**src/common/wcthr_defines.vh**
```
// Purpose: Constants for the window comparator threshold register bank
// Assumes: Register indexes; byte address on the bus is four times the index
// Notes: Included by every design file of the block
`ifndef WCTHR_DEFINES_VH
`define WCTHR_DEFINES_VH

`define WCTHR_IDX_CH1_HYST 6'h24
`define WCTHR_IDX_CH1_HIGH 6'h25
`define WCTHR_IDX_CH1_CNT 6'h26
`define WCTHR_IDX_CH1_LOW 6'h27
`define WCTHR_IDX_CH2_HYST 6'h28
`define WCTHR_IDX_CH2_HIGH 6'h29
`define WCTHR_IDX_CH2_CNT 6'h2A
`define WCTHR_IDX_CH2_LOW 6'h2B
`define WCTHR_CH_STRIDE 6'h04
`define WCTHR_SLOT_HYST 6'h00
`define WCTHR_SLOT_HIGH 6'h01
`define WCTHR_SLOT_CNT 6'h02
`define WCTHR_SLOT_LOW 6'h03
`define WCTHR_IDX_STATUS 6'h30
`define WCTHR_IDX_MASK 6'h31
`define WCTHR_IDX_REGION 6'h32
`define WCTHR_IDX_DIGITAL 6'h33

`define WCTHR_RST_HYST 8'hF0
`define WCTHR_RST_HIGH 8'hFF
`define WCTHR_RST_CNT 8'h00
`define WCTHR_RST_LOW 8'h00
`define WCTHR_RST_CTRL 2'h0

`define WCTHR_NIB_UP 7:4
`define WCTHR_NIB_DN 3:0
`define WCTHR_HYST_SHIFT 3
`define WCTHR_NCH 2

`endif

```
**src/wcthr_cmp.v**
```verilog
// Purpose: Beyond-threshold test for one channel and one sample
// Assumes: Thresholds and result are unsigned 12-bit values
// Notes: Pure combinational; the caller holds the tripped state
`timescale 1ns/1ps
`default_nettype none
`include "wcthr_defines.vh"
module wcthr_cmp (
  input wire [11:0] result_i,
  input wire [11:0] high_i,
  input wire [11:0] low_i,
  input wire [3:0] hyst_i,
  input wire region_i,
  input wire digital_i,
  input wire tripped_i,
  output reg beyond_o
);
  wire [6:0] amt;
  wire [12:0] res_x;
  wire [12:0] res_h;
  wire [12:0] high_x;
  wire [12:0] high_h;
  wire [12:0] low_x;
  wire [12:0] low_h;
  assign amt = {hyst_i, 3'h0};
  // Adding on both sides avoids any underflow of threshold minus hysteresis
  assign res_x = {1'b0, result_i};
  assign res_h = res_x + {6'h00, amt};
  assign high_x = {1'b0, high_i};
  assign high_h = high_x + {6'h00, amt};
  assign low_x = {1'b0, low_i};
  assign low_h = low_x + {6'h00, amt};
  always @* begin
    beyond_o = 1'b0;
    if (digital_i) begin
      beyond_o = region_i ? ~result_i[0] : result_i[0];
    end else if (!region_i) begin
      if (tripped_i) begin
        beyond_o = (res_h > high_x) || (res_x < low_h);
      end else begin
        beyond_o = (res_x > high_x) || (res_x < low_x);
      end
    end else begin
      if (tripped_i) begin
        beyond_o = (res_h > low_x) && (res_x < high_h);
      end else begin
        beyond_o = (res_x > low_x) && (res_x < high_x);
      end
    end
  end
endmodule // wcthr_cmp
`default_nettype wire

```
**src/wcthr_flags.v**
```verilog
// Purpose: Sticky event flags, mask gating and interrupt level
// Assumes: Set and clear are one-cycle pulses
// Notes: A set in the clearing cycle wins
`timescale 1ns/1ps
`default_nettype none
`include "wcthr_defines.vh"
module wcthr_flags (
  input wire ref_clk_i,
  input wire nrst_i,
  input wire [1:0] set_i,
  input wire [1:0] clr_i,
  input wire [1:0] mask_i,
  output reg [1:0] status_o,
  output wire irq_o
);
  wire [1:0] next_status;
  assign next_status = (status_o & ~clr_i) | set_i;
  always @(posedge ref_clk_i) begin
    if (!nrst_i) begin
      status_o <= 2'h0;
    end else begin
      status_o <= next_status;
    end
  end
  assign irq_o = |(status_o & mask_i);
endmodule // wcthr_flags
`default_nettype wire

```
**src/wcthr_top.v**
```verilog
// Purpose: Threshold, hysteresis and count registers for two comparator channels
// Assumes: Classic Wishbone slave, 32-bit data, index times four is byte address
// Notes: Samples arrive tagged with their channel, one per valid pulse
//
// Register access over Wishbone is this design's own decision.
`timescale 1ns/1ps
`default_nettype none
`include "wcthr_defines.vh"
module wcthr_top (
  input wire ref_clk_i,
  input wire nrst_i,
  input wire wb_cyc_i,
  input wire wb_stb_i,
  input wire wb_we_i,
  input wire [7:0] wb_adr_i,
  input wire [3:0] wb_sel_i,
  input wire [31:0] wb_dat_i,
  output reg [31:0] wb_dat_o,
  output reg wb_ack_o,
  input wire sample_valid_i,
  input wire sample_chan_i,
  input wire [11:0] sample_data_i,
  output wire [1:0] tripped_o,
  output wire irq_o
);
  integer i;
  // Separate loop variable so the read mux and the write process never share a driver
  integer j;

  // Register index of a slot inside a channel group
  function [5:0] reg_index;
    input integer ch;
    input [5:0] slot;
    reg [31:0] t;
    begin
      t = `WCTHR_IDX_CH1_HYST + ch * `WCTHR_CH_STRIDE + slot;
      reg_index = t[5:0];
    end
  endfunction

  reg [7:0] hyst_reg [0:1];
  reg [7:0] high_reg [0:1];
  reg [7:0] cnt_reg [0:1];
  reg [7:0] low_reg [0:1];
  reg [1:0] mask_reg;
  reg [1:0] region_reg;
  reg [1:0] digital_reg;

  wire [1:0] status;
  wire [1:0] evt_set;
  wire [1:0] evt_clr;
  wire [5:0] idx;
  wire bus_req;
  wire wr_go;
  reg [31:0] next_rdata;

  assign idx = wb_adr_i[7:2];
  assign bus_req = wb_cyc_i & wb_stb_i;
  // Writes land at the edge where the master sees ack
  assign wr_go = bus_req & wb_we_i & wb_ack_o & wb_sel_i[0];

  always @(posedge ref_clk_i) begin
    if (!nrst_i) begin
      wb_ack_o <= 1'b0;
    end else begin
      wb_ack_o <= bus_req & ~wb_ack_o;
    end
  end

  always @(posedge ref_clk_i) begin
    if (!nrst_i) begin
      for (i = 0; i < `WCTHR_NCH; i = i + 1) begin
        hyst_reg[i] <= `WCTHR_RST_HYST;
        high_reg[i] <= `WCTHR_RST_HIGH;
        cnt_reg[i] <= `WCTHR_RST_CNT;
        low_reg[i] <= `WCTHR_RST_LOW;
      end
    end else if (wr_go) begin
      for (i = 0; i < `WCTHR_NCH; i = i + 1) begin
        if (idx == reg_index(i, `WCTHR_SLOT_HYST)) begin
          hyst_reg[i] <= wb_dat_i[7:0];
        end
        if (idx == reg_index(i, `WCTHR_SLOT_HIGH)) begin
          high_reg[i] <= wb_dat_i[7:0];
        end
        if (idx == reg_index(i, `WCTHR_SLOT_CNT)) begin
          cnt_reg[i] <= wb_dat_i[7:0];
        end
        if (idx == reg_index(i, `WCTHR_SLOT_LOW)) begin
          low_reg[i] <= wb_dat_i[7:0];
        end
      end
    end
  end

  always @(posedge ref_clk_i) begin
    if (!nrst_i) begin
      mask_reg <= `WCTHR_RST_CTRL;
      region_reg <= `WCTHR_RST_CTRL;
      digital_reg <= `WCTHR_RST_CTRL;
    end else if (wr_go) begin
      if (idx == `WCTHR_IDX_MASK) begin
        mask_reg <= wb_dat_i[1:0];
      end
      if (idx == `WCTHR_IDX_REGION) begin
        region_reg <= wb_dat_i[1:0];
      end
      if (idx == `WCTHR_IDX_DIGITAL) begin
        digital_reg <= wb_dat_i[1:0];
      end
    end
  end

  // Only a written one clears; the flag bank lets a set win
  assign evt_clr = (wr_go && idx == `WCTHR_IDX_STATUS) ? wb_dat_i[1:0] : 2'h0;

  always @* begin
    next_rdata = 32'h00000000;
    for (j = 0; j < `WCTHR_NCH; j = j + 1) begin
      if (idx == reg_index(j, `WCTHR_SLOT_HYST)) begin
        next_rdata = {24'h000000, hyst_reg[j]};
      end
      if (idx == reg_index(j, `WCTHR_SLOT_HIGH)) begin
        next_rdata = {24'h000000, high_reg[j]};
      end
      if (idx == reg_index(j, `WCTHR_SLOT_CNT)) begin
        next_rdata = {24'h000000, cnt_reg[j]};
      end
      if (idx == reg_index(j, `WCTHR_SLOT_LOW)) begin
        next_rdata = {24'h000000, low_reg[j]};
      end
    end
    case (idx)
      `WCTHR_IDX_STATUS: begin
        next_rdata = {30'h0, status};
      end
      `WCTHR_IDX_MASK: begin
        next_rdata = {30'h0, mask_reg};
      end
      `WCTHR_IDX_REGION: begin
        next_rdata = {30'h0, region_reg};
      end
      `WCTHR_IDX_DIGITAL: begin
        next_rdata = {30'h0, digital_reg};
      end
      default: begin
        next_rdata = next_rdata;
      end
    endcase
  end

  // Unmapped reads still get ack, with zero data
  always @(posedge ref_clk_i) begin
    if (!nrst_i) begin
      wb_dat_o <= 32'h00000000;
    end else if (bus_req & ~wb_ack_o & ~wb_we_i) begin
      wb_dat_o <= next_rdata;
    end
  end

  genvar ch;
  generate
    for (ch = 0; ch < `WCTHR_NCH; ch = ch + 1) begin : g_chan
      wire [11:0] high_full;
      wire [11:0] low_full;
      wire beyond;
      wire hit;
      reg [3:0] run_cnt;
      reg tripped;
      reg set_pulse;

      assign high_full = {high_reg[ch], hyst_reg[ch][`WCTHR_NIB_UP]};
      assign low_full = {low_reg[ch], cnt_reg[ch][`WCTHR_NIB_UP]};
      assign hit = sample_valid_i && (sample_chan_i == ch);

      wcthr_cmp u_cmp (
        .result_i(sample_data_i),
        .high_i(high_full),
        .low_i(low_full),
        .hyst_i(hyst_reg[ch][`WCTHR_NIB_DN]),
        .region_i(region_reg[ch]),
        .digital_i(digital_reg[ch]),
        .tripped_i(tripped),
        .beyond_o(beyond)
      );

      // Pulse only on entry, so a cleared flag is not re-set while held
      always @(posedge ref_clk_i) begin
        if (!nrst_i) begin
          run_cnt <= 4'h0;
          tripped <= 1'b0;
          set_pulse <= 1'b0;
        end else begin
          set_pulse <= 1'b0;
          if (hit) begin
            if (!beyond) begin
              run_cnt <= 4'h0;
              tripped <= 1'b0;
            end else if (!tripped) begin
              if (run_cnt == cnt_reg[ch][`WCTHR_NIB_DN]) begin
                tripped <= 1'b1;
                set_pulse <= 1'b1;
                run_cnt <= 4'h0;
              end else begin
                run_cnt <= run_cnt + 4'h1;
              end
            end
          end
        end
      end

      assign evt_set[ch] = set_pulse;
      assign tripped_o[ch] = tripped;
    end
  endgenerate

  wcthr_flags u_flags (
    .ref_clk_i(ref_clk_i),
    .nrst_i(nrst_i),
    .set_i(evt_set),
    .clr_i(evt_clr),
    .mask_i(mask_reg),
    .status_o(status),
    .irq_o(irq_o)
  );
endmodule // wcthr_top
`default_nettype wire
```
**config.mk**
```make
export PLATFORM = sky130hd
export DESIGN_NAME = wcthr_top
export DESIGN_NICKNAME = d
export VERILOG_FILES = /design/src/wcthr_cmp.v /design/src/wcthr_flags.v /design/src/wcthr_top.v
export VERILOG_INCLUDE_DIRS = /design/src /design/src/common
export SDC_FILE = /design/constraint.sdc
export NUM_CORES = 1
export LEC_CHECK = 0
export ABC_AREA = 1
export ABC_CLOCK_PERIOD_IN_PS = 3870
export CAP_MARGIN = 20
export CORE_MARGIN = 3
export CORE_UTILIZATION = 25
export CTS_CLUSTER_SIZE = 12
export DETAILED_ROUTE_END_ITERATION = 16
export DONT_BUFFER_PORTS = 1
export GPL_ROUTABILITY_DRIVEN = 0
export PLACE_DENSITY_LB_ADDON = 0.3
export SLEW_MARGIN = 10
export SYNTH_ARGS = -nofsm -noshare
export SYNTH_HDL_FRONTEND = slang
export SYNTH_SLANG_ARGS = --single-unit
```
**constraint.sdc**
```tcl
create_clock -name ref_clk_i -period 3.87 [get_ports ref_clk_i]
set_clock_uncertainty 0.1 [all_clocks]
set_input_delay 0.5805 -clock ref_clk_i [delete_from_list [all_inputs] [get_ports ref_clk_i]]
set_output_delay 0.5805 -clock ref_clk_i [all_outputs]
set_load 0.005 [all_outputs]
```
# ---- After elaboration in Yosys (flattened, before gate mapping)
# Memories as Yosys holds them, arrays and structs flattened.
# Cells that the tools add are included.
dict set report classes {
  addsub 8
  n_lt_le_gt_ge 16
  eq_ne 16
  mux 73
  bitwise 27
  reduce_logical 19
}
# operator count
set op_table {}
lappend op_table {{32-bit 2-to-1 mux} 7}
lappend op_table {{32-bit case mux with 4 select lines} 1}
lappend op_table {{12-bit by 7-bit adder with 13-bit output} 6}
lappend op_table {{6-bit equality test, second input constant} 12}
lappend op_table {{8-bit 2-to-1 mux} 9}
lappend op_table {{13-bit by 12-bit greater-than comparator with 1-bit output} 4}
lappend op_table {{12-bit by 13-bit < comparator with 1-bit output} 4}
lappend op_table {{1-bit 2-to-1 mux} 49}
lappend op_table {{12-bit greater-than comparator} 4}
lappend op_table {{12-bit < comparator} 4}
lappend op_table {{4-bit 2-to-1 mux} 6}
lappend op_table {{2-bit AND reduction} 5}
lappend op_table {{1-bit NOT} 9}
lappend op_table {{4-bit by 1-bit adder with 4-bit output, second input constant} 2}
lappend op_table {{4-bit equality test} 2}
lappend op_table {{1-bit OR} 8}
lappend op_table {{4-bit OR reduction} 2}
lappend op_table {{1-bit logical AND} 7}
lappend op_table {{1-bit bitwise AND} 6}
lappend op_table {{2-bit bitwise AND} 2}
lappend op_table {{1-bit logical OR} 4}
lappend op_table {{2-bit inequality test, second input constant} 2}
lappend op_table {{2-bit 2-to-1 mux} 1}
lappend op_table {{2-bit NOT} 1}
lappend op_table {{2 further kinds} 2}
dict set report word_totals {
  reg_bits 53
  mem_bits_rw 64
  output_inout_bits 36
  memories 4
}
# memory depth width read_ports rd_ports_with_merged_regs wr line_no
set memory_table {}
lappend memory_table {cnt_reg 2 8 2 0 2 wcthr_top.v:43} ;# reg [7:0] cnt_reg [0:1];
lappend memory_table {high_reg 2 8 2 0 2 wcthr_top.v:42} ;# reg [7:0] high_reg [0:1];
lappend memory_table {hyst_reg 2 8 2 0 2 wcthr_top.v:41} ;# reg [7:0] hyst_reg [0:1];
lappend memory_table {low_reg 2 8 2 0 2 wcthr_top.v:44} ;# reg [7:0] low_reg [0:1];

# ---- Logic depth before layout (Yosys ltp)
dict set report logic_depth {
  word_depth 10
  depth_mapped 26
  mapped_depth_nobuf 26
}

# ---- Modules after synthesis
# From an unflattened synthesis, not the netlist that was laid out.
dict set report hier_totals {
  cells_unflattened 1235
  hier_area_um2 9205.1
}
# mod instances cells_each area_each_um2
set modules_own_cells {}
lappend modules_own_cells {wcthr_top 1 451 4292.9}
lappend modules_own_cells {{wcthr_cmp (g_chan[0].u_cmp)} 1 386 2418.6}
lappend modules_own_cells {{wcthr_cmp (g_chan[1].u_cmp)} 1 384 2406.1}
lappend modules_own_cells {wcthr_flags 1 14 87.6}

# ---- Worst setup path after synthesis
# OpenSTA, ideal clock, no wires.
dict set report synth_timing {
  path_kind {flip-flop to flip-flop}
  from {memory hyst_reg[1][0], in the netlist hyst_reg[0][8]}
  to {register g_chan[1].run_cnt[3]}
  t_arrival_ps 2938
  required_time_ps 3657
  setup_slack_ps 719
  path_stages_with_launch 22
  synth_period_minus_slack_ps 3151
  path_cell_list {edfxtp_1 ha_1 inv_1 fa_1 o21ai_0 nand2_1 nor3_1 xor2_1 ha_1 and3_1 nand4_1 nand2_1 nor2_1 nand3_1 nand2_1 nand2_1 nand2_1 nand3_2 nand2_1 nand2_1 nand2_1 nor2_1}
}
# item line_no
set synth_rtl {}
lappend synth_rtl {{from (decl)} wcthr_top.v:41}
lappend synth_rtl {{to (signal assigned)} wcthr_top.v:205} ;# run_cnt <= run_cnt + 4'h1;
lappend synth_rtl {{to (decl)} wcthr_top.v:168} ;# reg [3:0] run_cnt;

==> summary.txt <==
Critical path
  – WP data required: around 4.0 ns
  – Kind of critical path: reg2reg
  – Maximum net fanout on the critical path: 8
  – CP endpoint kind: register
  – Setup crit start kind: register
  – Worst path arrival time: 3.73 ns

Timing
  – Final min period: between 3 and 4 ns
  – Setup_tns: 0 ns
  – Actual transition at the worst max-transition pin: 0.696 ns
  – Final-report max-slew violation count: 0
  – Fmax achieved: between 200 and 300 MHz
  – Number of setup violations in the final report: 0
  – RSZ-0062 raised after global routing: false
  – Final Hold Violating Endpoints: 0
  – Crit share post-route: 92.7%
  – Headroom to the max-slew limit: 53.4%

Place
  – Cell total after placement: 1665
  – HPWL reported at the end of detailed placement: 23700 um
  – Count of input and output buffers: 0

Finish
  – Number of antenna repair diodes: 0
  – Fraction of layout instances using a drive strength above 1: 5.92%
  – Area Overhead vs Synth: 10.2%
  – Filler cells: 3815
  – Final std cells w/o fill: 1688
  – Final net count: 1443

Route
  – Vias/cell: 4.66
  – Routed wire length per instance: approximately 17 um
  – Initial detailed-routing violation count: 615
  – Remaining routing DRC violations: 0
  – TritonRoute pass-1 iters: 6
  – Total detailed-routing wirelength: 28400 um
  – Vias after detailed routing: 7869
  – Antenna Violating Nets Remaining: 0

Synth
  – Top flip-flop cell by instance count after synthesis: sky130_fd_sc_hd__edfxtp_1
  – Cell area after synthesis: about 9000 um^2
  – Part of the Yosys area used for sequential elements: 27.8%
  – Synth warnings: 0
  – Instance count of the mapped netlist: 1206
  – Mean Syn Cell Area: ~7.5 um^2
  – Number of enable-type register cells in the synthesized netlist: 64
  – Distinct cell type count of the synthesized netlist: between 40 and 50
  – Share of synthesized flip-flops with an asynchronous set or reset: 0%
  – Yosys reg bits: 93

CTS
  – Number of CTS-inserted buffers: 9
  – CTS sink cnt: 93
  – Number of buffers inserted by hold repair at cts: 0
  – Worst skew pair latency: 0.35 ns
  – CTS tree: built
  – Maximum clock path buffer count: 2
  – H-tree lvl count: 3
  – Buffer cell driving the clock tree root: sky130_fd_sc_hd__clkbuf_16
  – Register clock-pin slew on the reported worst setup and hold paths: 0.07 ns

Floorplanning
  – Width of the die: 196 um
  – Placement row count: 68
  – Effective utilization at floorplan: between 20% and 30%
  – Total Die Area: around 38000 um^2
  – Core Footprint: 35100 um^2
  – Die height: 196 um
  – Num ports: 99

Power and ir drop
  – Leakage power: 0.00475 uW
  – Power per cell area: 258 nW/um^2
  – Peak supply drop: 0.000277 V

Global route
  – Global-route wire length before repair: around 43000 um
  – Aggregate global routing overflow: 0
  – Pin count of the biggest net entering global routing: 27
  – Number of antenna violations at the first check in global routing: 0
  – Overall Global Routing Usage: 14.6%
  – Via count of the first global-routing pass: 7411

Run
  – Max capacitance violation total: 0

Hold path
  – Worst hold path type: in2reg

Run status
  – Status: finished clean
==> through the flow <==
stage          setup WS, ns  hold slack, ns  instance area [um^2]  power [uW]  utilization (%)
3_3_place_gp          0.180           0.320                  9540        1660             27.2
3_5_place_dp          0.170           0.335                  9540        1670             27.2
5_1_grt             0.00703           0.250                  9920        2700             28.3
6_report              0.284           0.253                  9920        2560             28.3
2_1_floorplan         0.719           0.315                  9090        1560                -
4_1_cts               0.147           0.238                  9840        2570             28.1
==> report_power, final <==
group / internal (uW) / leakage (uW) / switching, uW
Sequential: 1080 / 0.000824 / 27.9
Clock: 480 / 0.000137 / 414
Combinational: 213 / 0.00379 / 344
==> worst max-delay path, cell delays in order (launching register included) <==
cell and delay (ns):
sky130_fd_sc_hd__edfxtp_1 0.49, sky130_fd_sc_hd__ha_1 0.30, sky130_fd_sc_hd__fa_1 0.44, sky130_fd_sc_hd__nand3_1 0.11, sky130_fd_sc_hd__nand2_1 0.16, sky130_fd_sc_hd__nand2_1 0.11, sky130_fd_sc_hd__xor2_1 0.26, sky130_fd_sc_hd__ha_1 0.30
sky130_fd_sc_hd__nand3_1 0.11, sky130_fd_sc_hd__inv_1 0.05, sky130_fd_sc_hd__nand4_1 0.08, sky130_fd_sc_hd__nand2_1 0.05, sky130_fd_sc_hd__nor2_1 0.11, sky130_fd_sc_hd__nand3_1 0.16, sky130_fd_sc_hd__nand2_1 0.11, sky130_fd_sc_hd__nand2_1 0.08
sky130_fd_sc_hd__nand2_4 0.12, sky130_fd_sc_hd__nand3_4 0.11, sky130_fd_sc_hd__a21oi_1 0.17, sky130_fd_sc_hd__nor2_1 0.06
==> area by class of cell <==
cell class                      count  area, um^2  area share (%)
Sequential cell                    93        2500            25.2
Clock buffer                       11         254            2.56
Inverter                          169         634            6.39
Clock inverter                      5        41.3           0.416
Multi-Input combinational cell    935        5770            58.2
Timing Repair Buffer               20         150            1.51
Tap cell                          455         569            5.74
==> cells in the mapped netlist (all sizes together) (2+ instances only) <==
library cell | n | area (um^2)
nand4 | 13 | 81.3
nand3 | 78 | 413
clkbuf | 5 | 18.8
nor3b | 2 | 15.0
fa | 6 | 120
edfxtp | 64 | 1920
a21oi | 88 | 452
xnor2 | 3 | 26.3
inv | 163 | 612
xor2 | 43 | 377
a221oi | 2 | 17.5
nand2 | 288 | 1100
nor3 | 21 | 105
and3 | 4 | 25.0
nor2 | 116 | 453
buf | 27 | 200
o21ai | 49 | 245
o21a | 5 | 37.5
ha | 146 | 1830
a31oi | 3 | 18.8
and2 | 2 | 12.5
o21bai | 3 | 22.5
dfxtp | 29 | 581
o211ai | 8 | 60.1
o221ai | 4 | 35.0
o22ai | 4 | 25.0
clkinv | 6 | 22.5
o2111ai | 8 | 70.1
a21o | 9 | 67.6
==> placed cells by master, fill, tap and decap left out, types with 29 or more instances in the layout <==
cell                       count
sky130_fd_sc_hd__nand3_1      75
sky130_fd_sc_hd__dfxtp_1      29
sky130_fd_sc_hd__inv_1       146
sky130_fd_sc_hd__nand2_1     281
sky130_fd_sc_hd__o21ai_0      30
sky130_fd_sc_hd__edfxtp_1     64
sky130_fd_sc_hd__xor2_1       43
sky130_fd_sc_hd__ha_1        144
sky130_fd_sc_hd__nor2_1      111
sky130_fd_sc_hd__a21oi_1      86
==> repair_timing <==
item	CTS	global route
resized for setup	0	10
endpoints found under the setup margin	0	10
setup buffers	0	7
==> final timing paths <==
check | startpoint | to | depth (start not counted) | slack [ns]
setup / recovery | hyst_reg[0][0] | g_chan[0].run_cnt[1] | 19 | 0.28
hold / removal | nrst_i | g_chan[1].run_cnt[1] | 2 | 0.25
setup reg to reg | hyst_reg[0][0] | g_chan[0].run_cnt[1] | 19 | 0.28
hold reg to reg | g_chan[1].set_pulse | u_flags.status_o[1] | 2 | 0.34
==> metal layers <==
| layer | global-route usage (%) | wire length (um) | vias up | share of wire (%) |
|---|---|---|---|---|
| met4 | 3.20 | 405 | 0 | 1.4 |
| met3 | 2.73 | 2020 | 24 | 7.1 |
| met1 | 19.5 | 12800 | 3560 | 45 |
| li1 | - | - | 4053 | - |
| met2 | 24.5 | 13100 | 232 | 46 |
| met5 | 0 | 0 | - | 0 |
==> kinds of logic (layout without fill, tap and decap cells) <==
family                     Yosys count  after routing  synth area share, %
AOI/OAI and AO/OA                  186            186                 11.9
DFF                                 93             93                 27.8
adders and majority gates          152            152                 21.6
xor gates and xnor gates            46             46                 4.47
buffers and inverters              201            205                 9.47
and+or+nand+nor                    527            527                 24.7
other                                1             24               0.0416
No activity file was read; power rests on OpenSTA's default activity.
